`src/verilog/rcwd_pkg.sv`:
```
// Purpose: Constants shared by the carrier wake detector files.
// Assumes: core_clk is the reference oscillator of the receiver.
// Notes: Constant list follows.
package rcwd_pkg;
    // ==========================================================
    // Timing
    localparam int SYS_DIV = 256;         // Reference cycles per tick
    localparam int QUAL_COUNT = 128;      // Ticks of steady carrier
    localparam int DIV_W = 8;             // Divider width
    localparam int QCNT_W = 8;            // Qualification counter width
    // ==========================================================
    // Reset values
    localparam logic RST_STANDBY = 1'h1;  // Standby after reset
    localparam logic RST_WAKE_N = 1'h1;   // Wake inactive after reset
    localparam logic RST_CARRIER = 1'h0;  // No carrier after reset
endpackage

```
`src/verilog/rcwd_tick_if.sv`:
```
// Purpose: Carries the system tick and halt between the two modules.
// Assumes: Single core_clk domain.
// Notes: The top drives halt, the divider drives tick.
interface rcwd_tick_if;
    logic halt; // Hold divider at zero
    logic tick; // One-cycle system clock pulse
    modport top (output halt, input tick);
    modport div (input halt, output tick);
endinterface

```
`src/verilog/rcwd_sys_divider.sv`:
```
// Purpose: Derives the system-clock tick from the reference clock.
// Assumes: halt comes from logic on the same clock.
// Notes: Divider restarts from zero whenever halt is released.
module rcwd_sys_divider #(
    parameter int DIV = rcwd_pkg::SYS_DIV
) (
    input wire logic core_clk,     // Reference clock
    input wire logic rst_b,        // Asynchronous reset, active low
    rcwd_tick_if.div tk            // Tick and halt
);
    import rcwd_pkg::*;

    localparam logic [DIV_W-1:0] LAST = DIV_W'(DIV - 1);

    logic [DIV_W-1:0] div_cnt;

    // ==========================================================
    // Divide by 256 into a one-cycle tick
    always_ff @(posedge core_clk or negedge rst_b) begin
        if (!rst_b) begin
            div_cnt <= '0;
            tk.tick <= 1'h0;
        end else if (tk.halt) begin
            div_cnt <= '0;
            tk.tick <= 1'h0;
        end else begin
            div_cnt <= div_cnt + 1'h1;
            tk.tick <= (div_cnt == LAST);
        end
    end

    // ==========================================================
    // Checks
    chk_tick_spacing: assert property (@(posedge core_clk) disable iff (!rst_b)
        tk.tick |-> ##1 (!tk.tick) [*8])
        else $error("tick repeated too soon");
    chk_tick_period: assert property (@(posedge core_clk) disable iff (!rst_b)
        (!tk.halt && div_cnt == LAST) |=> tk.tick)
        else $error("tick missing at divider wrap");
    chk_halt_quiet: assert property (@(posedge core_clk) disable iff (!rst_b)
        tk.halt |=> (!tk.tick && div_cnt == '0))
        else $error("divider ran while halted");
endmodule

```
`src/verilog/rf_carrier_wake_detector.sv`:
```
// Purpose: Qualifies a steady RF carrier and drives the wake flag.
// Assumes: Both inputs are asynchronous pins; core_clk is the reference.
// Notes: Wake flag comes straight from a flop and idles high.
//   Timing from the pins, in core_clk cycles:
//   - Each pin passes two flops, so logic sees it two cycles late.
//   - The divider starts when synchronised standby falls; its first
//     tick comes one full divide period later, then once a period.
//   - The first tick with carrier seen only loads the sampled carrier;
//     each later tick with carrier still seen adds one to the count.
//   - Wake falls one cycle after the count reaches its terminal value,
//     one tick more than the qualification length after carrier rises.
//   - A carrier gap shorter than one tick period can slip past unseen;
//     a gap seen at a tick clears the count and releases wake.
//   - Standby clears sampled carrier, count and wake together, so a
//     new enable always starts a full qualification.
//   - Reset puts the block in standby until the pin reads low, which
//     stands in for the pull-up on the standby pin.
module rf_carrier_wake_detector (
    input wire logic core_clk,             // Reference oscillator clock
    input wire logic rst_b,                // Asynchronous reset, active low
    input wire logic standby_select_level, // High selects standby
    input wire logic carrier_present,      // Front end sees carrier
    output logic carrier_wake_n            // Low while carrier qualified
);
    import rcwd_pkg::*;

    localparam logic [QCNT_W-1:0] QUAL = QCNT_W'(QUAL_COUNT);

    logic standby_m;
    logic standby_s;
    logic carrier_m;
    logic carrier_s;
    logic carrier_sys;
    logic [QCNT_W-1:0] qual_count;
    logic next_wake_n;

    rcwd_tick_if tk ();

    // ==========================================================
    // Pin synchronisers; standby comes up asserted
    // The first flop may go metastable; only the second one is read
    // Standby resets to one, standing in for the pull-up on the pin
    always_ff @(posedge core_clk or negedge rst_b) begin
        if (!rst_b) begin
            standby_m <= RST_STANDBY;
            standby_s <= RST_STANDBY;
        end else begin
            standby_m <= standby_select_level;
            standby_s <= standby_m;
        end
    end

    // Carrier pin passes the same two stages
    // No carrier is assumed until the pin has been seen twice
    always_ff @(posedge core_clk or negedge rst_b) begin
        if (!rst_b) begin
            carrier_m <= RST_CARRIER;
            carrier_s <= RST_CARRIER;
        end else begin
            carrier_m <= carrier_present;
            carrier_s <= carrier_m;
        end
    end

    // Standby halts the system clock
    // Divider restarts from zero on each enable, so tick phase is fixed
    assign tk.halt = standby_s;

    rcwd_sys_divider #(
        .DIV(SYS_DIV)
    ) u_div (
        .core_clk(core_clk),
        .rst_b(rst_b),
        .tk(tk)
    );

    // ==========================================================
    // Carrier sampled on the system tick
    // Holding the sample between ticks keeps the count in tick units;
    // the price is that a gap between two ticks is never seen
    always_ff @(posedge core_clk or negedge rst_b) begin
        if (!rst_b) begin
            carrier_sys <= RST_CARRIER;
        end else if (standby_s) begin
            carrier_sys <= RST_CARRIER;
        end else if (tk.tick) begin
            carrier_sys <= carrier_s;
        end
    end

    // ==========================================================
    // Qualification counter, cleared on loss, held at terminal
    // Saturating keeps a long carrier from wrapping into a false restart
    // Clearing on the sampled carrier restarts qualification at once
    always_ff @(posedge core_clk or negedge rst_b) begin
        if (!rst_b) begin
            qual_count <= '0;
        end else if (standby_s || !carrier_sys) begin
            qual_count <= '0;
        end else if (tk.tick && qual_count != QUAL) begin
            qual_count <= qual_count + 1'h1;
        end
    end

    // ==========================================================
    // Wake flag, low while qualified carrier persists
    // Registered so the pin never glitches while the count settles
    always_comb begin
        next_wake_n = 1'h1;
        if (!standby_s && carrier_sys && qual_count == QUAL) begin
            next_wake_n = 1'h0;
        end
    end

    always_ff @(posedge core_clk or negedge rst_b) begin
        if (!rst_b) begin
            carrier_wake_n <= RST_WAKE_N;
        end else if (standby_s) begin
            carrier_wake_n <= 1'h1;
        end else begin
            carrier_wake_n <= next_wake_n;
        end
    end

    // ==========================================================
    // Checks
    chk_standby_wake_high: assert property (@(posedge core_clk)
        disable iff (!rst_b) standby_s |=> carrier_wake_n)
        else $error("wake asserted in standby");
    chk_standby_count_zero: assert property (@(posedge core_clk)
        disable iff (!rst_b) standby_s |=> qual_count == '0)
        else $error("counter ran in standby");
    chk_wake_needs_qual: assert property (@(posedge core_clk)
        disable iff (!rst_b)
        !carrier_wake_n |-> ($past(qual_count) == QUAL))
        else $error("wake without full qualification");
    chk_count_clears: assert property (@(posedge core_clk)
        disable iff (!rst_b)
        (tk.tick && !carrier_s && !standby_s) |=> ##1
        qual_count == '0)
        else $error("counter not cleared on carrier loss");
    chk_count_holds: assert property (@(posedge core_clk)
        disable iff (!rst_b)
        qual_count == QUAL |=> (qual_count == QUAL || qual_count == '0))
        else $error("counter left terminal value");
    chk_count_steps: assert property (@(posedge core_clk)
        disable iff (!rst_b)
        (qual_count != QUAL && !tk.tick && carrier_sys && !standby_s)
        |=> $stable(qual_count))
        else $error("counter moved without tick");
    chk_wake_asserts: assert property (@(posedge core_clk)
        disable iff (!rst_b)
        (qual_count == QUAL && carrier_sys && !standby_s)
        |=> !carrier_wake_n)
        else $error("wake not asserted after qualification");
    chk_wake_release: assert property (@(posedge core_clk)
        disable iff (!rst_b)
        $rose(carrier_wake_n) |-> $past(!carrier_sys || standby_s))
        else $error("wake released without cause");
    chk_wake_holds: assert property (@(posedge core_clk)
        disable iff (!rst_b)
        (!carrier_wake_n && carrier_sys && !standby_s)
        |=> !carrier_wake_n)
        else $error("wake pulse ended while carrier held");

    // ==========================================================
    // Synchroniser and sampling checks
    // Pins reach the logic only through both flops
    chk_sync_standby: assert property (@(posedge core_clk)
        disable iff (!rst_b) standby_s == $past(standby_m))
        else $error("standby synchroniser skipped a stage");
    chk_sync_carrier: assert property (@(posedge core_clk)
        disable iff (!rst_b) carrier_s == $past(carrier_m))
        else $error("carrier synchroniser skipped a stage");

    // Carrier is taken only at ticks and dropped in standby
    chk_sample_on_tick: assert property (@(posedge core_clk)
        disable iff (!rst_b)
        (tk.tick && !standby_s) |=> carrier_sys == $past(carrier_s))
        else $error("carrier not sampled at tick");
    chk_sample_holds: assert property (@(posedge core_clk)
        disable iff (!rst_b)
        (!tk.tick && !standby_s) |=> $stable(carrier_sys))
        else $error("carrier sample moved between ticks");
    chk_standby_clears: assert property (@(posedge core_clk)
        disable iff (!rst_b) standby_s |=> !carrier_sys)
        else $error("carrier sample kept in standby");

    // Count stays in range and rises only by one step at a tick
    chk_count_bounded: assert property (@(posedge core_clk)
        disable iff (!rst_b) qual_count <= QUAL)
        else $error("counter passed terminal value");
    chk_count_on_tick: assert property (@(posedge core_clk)
        disable iff (!rst_b)
        (qual_count != $past(qual_count) && qual_count != '0)
        |-> ($past(tk.tick) && qual_count == $past(qual_count) + 1'h1))
        else $error("counter stepped off a tick");

    // Wake needs carrier and enable, and drops on a seen loss
    chk_wake_needs_carrier: assert property (@(posedge core_clk)
        disable iff (!rst_b)
        !carrier_wake_n |-> ($past(carrier_sys) && !$past(standby_s)))
        else $error("wake without carrier or in standby");
    chk_loss_release: assert property (@(posedge core_clk)
        disable iff (!rst_b)
        (!carrier_sys && !standby_s) |=> carrier_wake_n)
        else $error("wake kept after carrier loss");

    // Main scenarios: wake, release by loss or standby, partial restart,
    // and the count saturating while the carrier stays
    cov_wake_seen: cover property (@(posedge core_clk)
        disable iff (!rst_b) $fell(carrier_wake_n));
    cov_wake_by_loss: cover property (@(posedge core_clk)
        disable iff (!rst_b) $rose(carrier_wake_n) && !standby_s);
    cov_wake_by_standby: cover property (@(posedge core_clk)
        disable iff (!rst_b) $rose(carrier_wake_n) && standby_s);
    cov_partial_restart: cover property (@(posedge core_clk)
        disable iff (!rst_b)
        qual_count > '0 && qual_count < QUAL && !carrier_sys);
    cov_count_saturated: cover property (@(posedge core_clk)
        disable iff (!rst_b) qual_count == QUAL && tk.tick);
endmodule

```
`config.mk`:
```
export PLATFORM = sky130hd
export DESIGN_NAME = rf_carrier_wake_detector
export DESIGN_NICKNAME = d
export VERILOG_FILES = /design/src/verilog/rcwd_pkg.sv /design/src/verilog/rcwd_tick_if.sv /design/src/verilog/rcwd_sys_divider.sv /design/src/verilog/rf_carrier_wake_detector.sv
export SDC_FILE = /design/constraint.sdc
export NUM_CORES = 1
export LEC_CHECK = 0
export ABC_CLOCK_PERIOD_IN_PS = 1900
export BUFFER_PORTS_ARGS = -buffer_cell sky130_fd_sc_hd__buf_2
export CORE_MARGIN = 5
export CORE_UTILIZATION = 42
export CTS_CLUSTER_DIAMETER = 60
export DETAILED_ROUTE_END_ITERATION = 12
export SLEW_MARGIN = 15
export SYNTH_ARGS = -nofsm -noshare
export SYNTH_HDL_FRONTEND = slang
export SYNTH_SLANG_ARGS = --single-unit
```
`constraint.sdc`:
```
create_clock -name core_clk -period 1.9 [get_ports core_clk]
set_input_delay 0.19 -clock core_clk [delete_from_list [all_inputs] [get_ports core_clk]]
set_output_delay 0.19 -clock core_clk [all_outputs]
set_load 0.01 [all_outputs]
```
# After elaboration in Yosys (flattened, before gate mapping)

Index checks and enable logic that the tools add are counted.

Register bits: 23
Output and inout port bits: 1
Word-level logic and storage cells: 30

Add/subtract/negate cells: 2
Equality and inequality tests: 3
Mux-type cells: 8
Reduce and logical (&&, ||, !) cells: 8

Operators by type and width:

| operator                                                      | count |
|---|---|
| 8-bit two-way mux                                             | 3 |
| 8-bit by 1-bit adder with 8-bit output, second input constant | 2 |
| 8-bit == test, second input constant                          | 2 |
| 8-bit != test, second input constant                          | 1 |
| 1-bit two-way mux                                             | 5 |
| 2-bit nonzero test                                            | 2 |
| 1-bit logical AND                                             | 3 |
| 1-bit logical NOT                                             | 2 |
| 1-bit logical OR                                              | 1 |

# Logic depth before layout (Yosys ltp)

Gate-level depths: netlist of the first run.

Depth after elaboration: 5
Mapped depth: 5
Gate-level depth less buffers: 5

# Modules after synthesis

Synthesis of the first run repeated with hierarchy kept, for this count alone.

Cell total of the unflattened synthesis: 94
Area total of the unflattened synthesis: 1007.2 sq um

By module, submodules not included:

| module                   | times used | cells each | area each (sq um) | sequential area each (sq um) |
|---|---|---|---|---|
| rf_carrier_wake_detector | 1          | 58         | 624.3             | 354.1 |
| rcwd_sys_divider         | 1          | 36         | 382.9             | 225.2 |

# Worst setup path after synthesis of the first run

Ideal clock, no wire load.

Kind: reg2reg
Start point: register qual_count[4]
End point: register qual_count[2]
Setup time: 0.120 ns
Arrival: 1.331 ns
Required time: 1.780 ns
Setup slack: 0.449 ns
Cell stages (with the launch flop): 4
Clock period less this slack: 1.451 ns
Cell sequence: dfrtp_1 or3_4 o41a_4 a31o_1

Longest elaborated chain between the ends: 3

Ends and longest elaborated chain:

| item                         | line                            | text |
|---|---|---|
| from (decl)                  | rf_carrier_wake_detector.sv:34  | `logic [QCNT_W-1:0] qual_count;` |
| from (signal assigned)       | rf_carrier_wake_detector.sv:101 | `qual_count <= qual_count + 1'h1;` |
| 8-bit != test                | rf_carrier_wake_detector.sv:100 | `end else if (tk.tick && qual_count != QUAL) begin` |
| 1-bit logical AND            | rf_carrier_wake_detector.sv:100 |  |
| 2-bit nonzero test (no line) | n/a                             |  |

No other way between the ends.
A chain may end at the register's enable or synchronous reset.

# Worst setup path after layout of the first run

Start point: register qual_count[0]
End point: register qual_count[2]

Longest elaborated chain between the ends: 3

Ends and longest elaborated chain:

| item                                                                    | line |
|---|---|
| 8-bit by 1-bit adder with 8-bit output or 8-bit != test (tied branches) | rf_carrier_wake_detector.sv:101, rf_carrier_wake_detector.sv:100 |
| 8-bit two-way mux or 1-bit logical AND (tied branches)                  | rf_carrier_wake_detector.sv:100 |
| 8-bit two-way mux or 2-bit nonzero test (tied branches)                 | n/a |

Several ways; a longest one is shown, not always the timed one. The select of a mux whose other input is x is not followed.

==> summary.md, run 1 <==
| Metric | Value |
|---|---|
| Area Overhead vs Synth | `9.73%` |
| Netlist cell types | `24` |
| Cells after synthesis | `95` |
| Worst path max stage delay | `roughly 0.45 ns` |
| I/O pins | `5` |
| Ys Warns | `0` |
| Max Freq | `about 0.66 GHz` |
| Clock skew | `0.00676 ns` |
| Register area | `between 500 and 600 µm²` |
| Max_cap viols | `0` |
| Power density over cell area | `between 600 and 700 nW/µm²` |
| Core area | `between 2000 and 2500 µm²` |
| Leading area contributor after synthesis | `dfrtp_1` |
| Worst Max-Slew Pin Slew | `between 0.5 and 0.6 ns` |
| Fin. Hold Viols | `0` |
| 1st-iter DRT viols | `15` |
| Sum Neg Setup Slack | `0 ns` |
| Mapped Area | `1020 µm²` |
| Count of final setup violators | `0` |
| P_sw | `approximately 160 µW` |
| Routed Wire Length | `1750 µm` |
| Reg2reg start | `qual_count[0]$_DFFE_PN0P_` |
| FF+latch count, synth | `23` |
| Root Driver | `clkbuf_4` |
| Final HPWL DP | `1230 µm` |
| CTS Buf Count | `3` |
| Minimum clock period | `about 1.5 ns` |
| Fillcell total | `approximately 220` |
| Die area | `~3500 µm²` |
| Power share of the clock group | `0.293` |
| Clock Latency Late Sink | `0.31 ns` |
| CP Capture Type | `register` |
| Peak VDD IR | `around 480 µV` |
| First-pass GRT wire length | `3190 µm` |
| Cells along the critical path | `inv_1 > ha_1 > nand2_1 > o41a_4 > a31o_1` |
| GPL Wtd Cong | `roughly 0.74` |
| Die W | `between 50 and 60 µm` |
| WP data required | `2.11 ns` |
| Share of layout cells above drive strength 1 | `0.117` |
| Routed vias/inst | `~5.3` |
| Relative slew slack | `0.664` |
| Slowest CP cell | `dfrtp_1` |
| Worst-path fanout max | `6` |
| Max-slew violations | `0` |
| Commonest non-fill, non-tap cell in the layout | `dfrtp_1` |
| RSZ-0062 raised after global routing | `no` |
| Combinational power share | `0.034` |
| Clk slew on worst S/H paths | `between 0.1 and 0.15 ns` |
| PortBufs | `4` |
| Worst hold path class | `register to register` |
| Commonest cells after routing, fill and taps aside | `dfrtp_1 (20), nand2_1 (10), nor2_1 (8)` |
| Die height | `~59 µm` |
| Fin Hold WS | `between 0.3 and 0.4 ns` |
| Antenna violations before repair | `0` |
| Global route total overflow | `0` |
| Residual DRC count | `0` |
| Clk sinks | `23` |
| Post-synthesis sequential area ratio | `0.570` |
| P_int | `around 600 µW` |
| Synth top area cells | `dfrtp_1 (49%), dfstp_2 (7.8%), ha_1 (3.7%)` |
| Syn avg cell area | `between 10 and 15 µm²` |
| Post-route ant nets | `0` |
| Via Count | `around 700` |
| Yosys top cell area share | `0.493` |
| CTS H-tree lvls | `1` |
| Min-delay src | `carrier_m$_DFF_PN0_` |
| TritonCTS clock tree | `built` |
| Lkg Pwr | `between 0.0004 and 0.0005 µW` |
| Post-CTS Setup Bufs | `0` |
| Run status | `completed` |
| Vias in the first global route | `717` |
| Crit path DAT | `roughly 1.7 ns` |
| Switching share of power | `0.214` |
| Critical path class | `register to register` |
| Multi-input logic area | `between 400 and 500 µm²` |
| Origin of the worst setup path | `qual_count[0]$_DFFE_PN0P_` |
| Tot GR Track Use | `0.121` |
| Crit share post-route | `0.799` |
| Antenna diodes | `0` |
| Largest net degree at the start of global routing | `24` |
| TritonRoute pass-1 iters | `4` |
| Post-synth net total | `102` |
| Row count | `17` |
| Initial Utilization | `0.451` |
| Routed length per instance | `approximately 13 µm` |
| Sequential power share | `0.673` |
| Critical path launch point type | `register` |
| CTS Buffer Depth | `2` |
| Final nets | `~110` |
## what timing repair did
action                                  4_1_cts  5_1_grt
resized for setup                             0        0
endpoints found under the setup margin        0        0
hold endpoints to repair                     22        0
hold buffers                                  3        0
## cells in the mapped netlist, drive strengths merged
cell    number
clkbuf       2
nor4         1
nand3        5
nor2b        2
buf          1
dfstp        3
o21ai        6
inv          2
nand2b       2
dfrtp       20
nand4        5
xnor2        1
or3          7
nor2         8
nand2       10
a31o         1
xor2         4
mux2i        3
nor3         1
a21oi        6
o41a         1
ha           3
and3         1
## state kept, by name, indices dropped and copies added (netlist names)
register	count
standby_m	1
carrier_wake_n	1
u_div.div_cnt	8
u_div.tk.tick	1
carrier_s	1
carrier_sys	1
standby_s	1
carrier_m	1
qual_count	8
## metal layers
layer	vias up	wire (µm)	global-route usage
li1	345	-	-
met1	346	809	0.155
met2	5	873	0.193
met3	2	47	0.0196
met4	0	18	0.0615
met5	-	0	0
## metrics by stage
stage	cells	utilization	area (µm²)	worst slack, ns	power (µW)
after global placement	124	0.469	1060	0.428	540
after floorplan	95	-	1020	0.449	525
after CTS	131	0.494	1110	0.382	773
after global routing	131	0.494	1110	0.305	794
final	131	0.494	1110	0.382	756
after detailed placement	124	0.469	1060	0.400	540
## worst max-delay path, delay by kind of cell (launching register included)
kind	cells	cell delay (ns)
flip-flops	1	0.45
AND/OR/NAND/NOR	1	0.07
adder cells (fa/ha/maj)	1	0.14
AO/OA/AOI/OAI	2	0.66
buffers and inverters	1	0.10
## power groups by stage
stage	Sequential [µW]	Clock, µW	Combinational, µW
after detailed placement	518	0	21.6
after global routing	511	252	30.2
after floorplan	514	0	10.7
after global placement	518	0	21.5
after CTS	509	237	26.6
final	509	222	25.8
## cell type report
| cell class | instances | area share |
|---|---|---|
| well taps | 28 | 0.0314 |
| multi-input cells | 67 | 0.374 |
| inverters | 2 | 0.00673 |
| repair buffers | 7 | 0.0449 |
| flip-flops and latches | 23 | 0.520 |
| clock buffers | 4 | 0.0236 |
## logic make-up after synthesis
family,after synthesis,share of synthesized area
adders and majority gates,3,0.0369
buffers and inverters,5,0.0197
xor gates and xnor gates,5,0.0431
AOI/OAI and AO/OA,14,0.0887
DFF,23,0.570
and+or+nand+nor,42,0.212
muxes,3,0.0296
## final timing paths
kind                       slack (ns)  cells after the start                         to
max                              0.38                      5  qual_count[2]$_DFFE_PN0P_
min                              0.36                      0        carrier_s$_DFF_PN0_
max reg2reg                      0.38                      5  qual_count[2]$_DFFE_PN0P_
min reg2reg                      0.36                      0        carrier_s$_DFF_PN0_
max in group asynchronous        1.17                      2        standby_m$_DFF_PN1_
min in group asynchronous        0.37                      2  qual_count[6]$_DFFE_PN0P_
(Power assumes the default switching activity.)
==> run 2, diff against run 1 <==
--- a/config.mk
+++ b/config.mk
@@ -5,7 +5,7 @@
 export SDC_FILE = /design/constraint.sdc
 export NUM_CORES = 1
 export LEC_CHECK = 0
-export ABC_CLOCK_PERIOD_IN_PS = 1900
+export ABC_CLOCK_PERIOD_IN_PS = 1450
 export BUFFER_PORTS_ARGS = -buffer_cell sky130_fd_sc_hd__buf_2
 export CORE_MARGIN = 5
 export CORE_UTILIZATION = 42
==> constraint.sdc (replaced) <==
create_clock -name core_clk -period 1.45 [get_ports core_clk]
set_input_delay 0.145 -clock core_clk [delete_from_list [all_inputs] [get_ports core_clk]]
set_output_delay 0.145 -clock core_clk [all_outputs]
set_load 0.01 [all_outputs]
==> summary.md, run 2 (synthesized netlist as in run 1, its figures left out) <==
| Metric | Value |
|---|---|
| Die area | `3500 µm² (unchanged)` |
| Antenna violations before repair | `0 (unchanged)` |
| Vias in the first global route | `691 (was 717)` |
| Register area | `579 µm² (unchanged)` |
| CTS Buffer Depth | `2 (unchanged)` |
| Pre-CTS worst setup slack | `-0.0106 ns (was 0.400 ns)` |
| CTS H-tree lvls | `1 (unchanged)` |
| Gr busiest metal | `met2 (unchanged)` |
| Fin. Hold Viols | `0 (unchanged)` |
| Routed vias/inst | `5.21 (was 5.33)` |
| Minimum clock period | `1.48 ns (was 1.52 ns)` |
| Slowest CP cell | `dfrtp_1 (unchanged)` |
| WP buf/inv | `0 (was 1)` |
| Residual DRC count | `0 (unchanged)` |
| Final nets | `121 (was 111)` |
| Clk slew on worst S/H paths | `0.12 ns (about the same)` |
| Core area | `2250 µm² (unchanged)` |
| CTS Buf Count | `3 (unchanged)` |
| 1st-iter DRT viols | `9 (was 15)` |
| Share of layout cells above drive strength 1 | `0.204 (was 0.117)` |
| Commonest cells after routing, fill and taps aside | `dfrtp_1 (20), nand2_1 (10), buf_4 (10), nor2_1 (8) (was dfrtp_1 (20), nand2_1 (10), nor2_1 (8))` |
| Die W | `59.2 µm (unchanged)` |
| Cells along the critical path | `or3_4 > o41a_4 > a31o_1 (was inv_1 > ha_1 > nand2_1 > o41a_4 > a31o_1)` |
| Final Non-Filler Cells | `141 (was 131)` |
| Power density over cell area | `824 nW/µm² (was 678 nW/µm²)` |
| CP Capture Type | `register (unchanged)` |
| Area Overhead vs Synth | `17.4% (was 9.73%)` |
| Final HPWL DP | `1240 µm (was 1230 µm)` |
| Max_cap viols | `0 (unchanged)` |
| Die height | `59.2 µm (unchanged)` |
| Peak VDD IR | `591 µV (was 483 µV)` |
| Fillcell total | `222 (was 217)` |
| Crit share post-route | `1.02 (was 0.799)` |
| WP data required | `1.65 ns (was 2.11 ns)` |
| Worst path max stage delay | `0.40 ns (was 0.45 ns)` |
| Post-route ant nets | `0 (unchanged)` |
| Crit path DAT | `1.68 ns (was 1.72 ns)` |
| Routed Wire Length | `1740 µm (was 1750 µm)` |
| Lkg Pwr | `0.000495 µW (was 0.000445 µW)` |
| Multi-input logic area | `419 µm² (was 417 µm²)` |
| Biggest registers after layout | `qual_count x8, u_div.div_cnt x8 (unchanged)` |
| Routed length per instance | `12.3 µm (was 13.4 µm)` |
| Relative slew slack | `0.665 (was 0.664)` |
| First-pass GRT wire length | `3060 µm (was 3190 µm)` |
| Cell total after placement | `133 (was 124)` |
| TritonRoute pass-1 iters | `4 (unchanged)` |
| Worst setup slack after layout | `-0.0307 ns (was 0.382 ns)` |
| Worst path top cell family by delay | `compound AO/OA/AOI/OAI gates (unchanged)` |
| GRT met1 Usage | `0.148 (was 0.155)` |
| Worst-path fanout max | `3 (was 6)` |
| Violated checks | `setup timing` |
| Clock Latency Late Sink | `0.29 ns (was 0.31 ns)` |
| Antenna diodes | `0 (unchanged)` |
| Critical path launch point type | `register (unchanged)` |
| Commonest non-fill, non-tap cell in the layout | `dfrtp_1 (unchanged)` |
| GRT met2 Usage | `0.192 (was 0.193)` |
| I/O pins | `5 (unchanged)` |
| M3 GR Usage | `0.0196 (unchanged)` |
| Count of final setup violators | `1 (was 0)` |
| Max-slew violations | `0 (unchanged)` |
| Root Driver | `clkbuf_4 (unchanged)` |
| Via Count | `735 (was 698)` |
| Worst Max-Slew Pin Slew | `0.502 ns (was 0.503 ns)` |
| Max Freq | `0.675 GHz (was 0.659 GHz)` |
| TritonCTS clock tree | `built (unchanged)` |
| GPL Wtd Cong | `0.723 (was 0.736)` |
| Largest net degree at the start of global routing | `24 (unchanged)` |
| Run status | `complete, but fails checks (was completed)` |
| PortBufs | `4 (unchanged)` |
| Clock skew | `0.00335 ns (was 0.00676 ns)` |
| Global route total overflow | `0 (unchanged)` |
| Initial Utilization | `0.451 (unchanged)` |
| Critical path class | `register to register (unchanged)` |
| Row count | `17 (unchanged)` |
| Tot GR Track Use | `0.115 (was 0.121)` |
| RSZ-0062 raised after global routing | `yes (was no)` |
| Clk sinks | `23 (unchanged)` |
| Worst hold path class | `input port to async pin (was register to register)` |
run 2: cell types whose count changed in the layout (fill, tap and decap cells not counted):
cell / delta
ha_1: -1
buf_4: +10
ha_2: +1
run 2: path summary, 6_finish.rpt:
kind                            slack, ns  depth (start not counted)                   endpoint                       from
worst max register to register      -0.03                          3  qual_count[2]$_DFFE_PN0P_  qual_count[5]$_DFFE_PN0P_
worst max-delay path                -0.03                          3  qual_count[2]$_DFFE_PN0P_  qual_count[5]$_DFFE_PN0P_
worst min register to register       0.36                          0        carrier_s$_DFF_PN0_        carrier_m$_DFF_PN0_
max in group asynchronous            0.76                          2        standby_m$_DFF_PN1_                      rst_b
min in group core_clk                0.36                          0        carrier_s$_DFF_PN0_        carrier_m$_DFF_PN0_
worst min-delay path                 0.33                          2  qual_count[2]$_DFFE_PN0P_                      rst_b
run 2: layout make-up:
cell class,count,share of cell area
timing repair buffer,17,0.105
tap,28,0.0294
inverter,2,0.00630
multi-input combinational,67,0.352
clock buffer,4,0.0220
sequential,23,0.486
run 2: what timing repair did:
action / CTS / global route
setup endpoints to repair: 1 / 3
setup buffers: 0 / 1
hold buffers: 3 / 0
resized for setup: 0 / 1
endpoints found under the hold margin: 22 / 0
run 2: metal layers:
layer  up-vias  share of wire
li1        367              -
met1       352           0.45
met2        14           0.50
met3         2          0.038
met4         0         0.0080
met5         -              0
run 2: through the flow:
step           setup TNS (ns)  area (µm²)   util  power, µW  hold slack, ns
6_report              -0.0307        1190  0.529        983           0.333
5_1_grt               -0.0867        1190  0.529       1040           0.371
4_1_cts               -0.0279        1180  0.524       1000           0.342
3_5_place_dp          -0.0106        1130  0.499        710           0.150
3_3_place_gp                0        1130  0.499        709           0.144
2_1_floorplan       -0.000864        1020      -        688          -0.151
run 2: power by group:
part,leakage [µW],switching (µW),internal [µW]
Sequential,0.000304,6.91,656
Combinational,0.000176,21.9,17.2
Clock,0.0000150,174,107
Total,0.000495,202,780
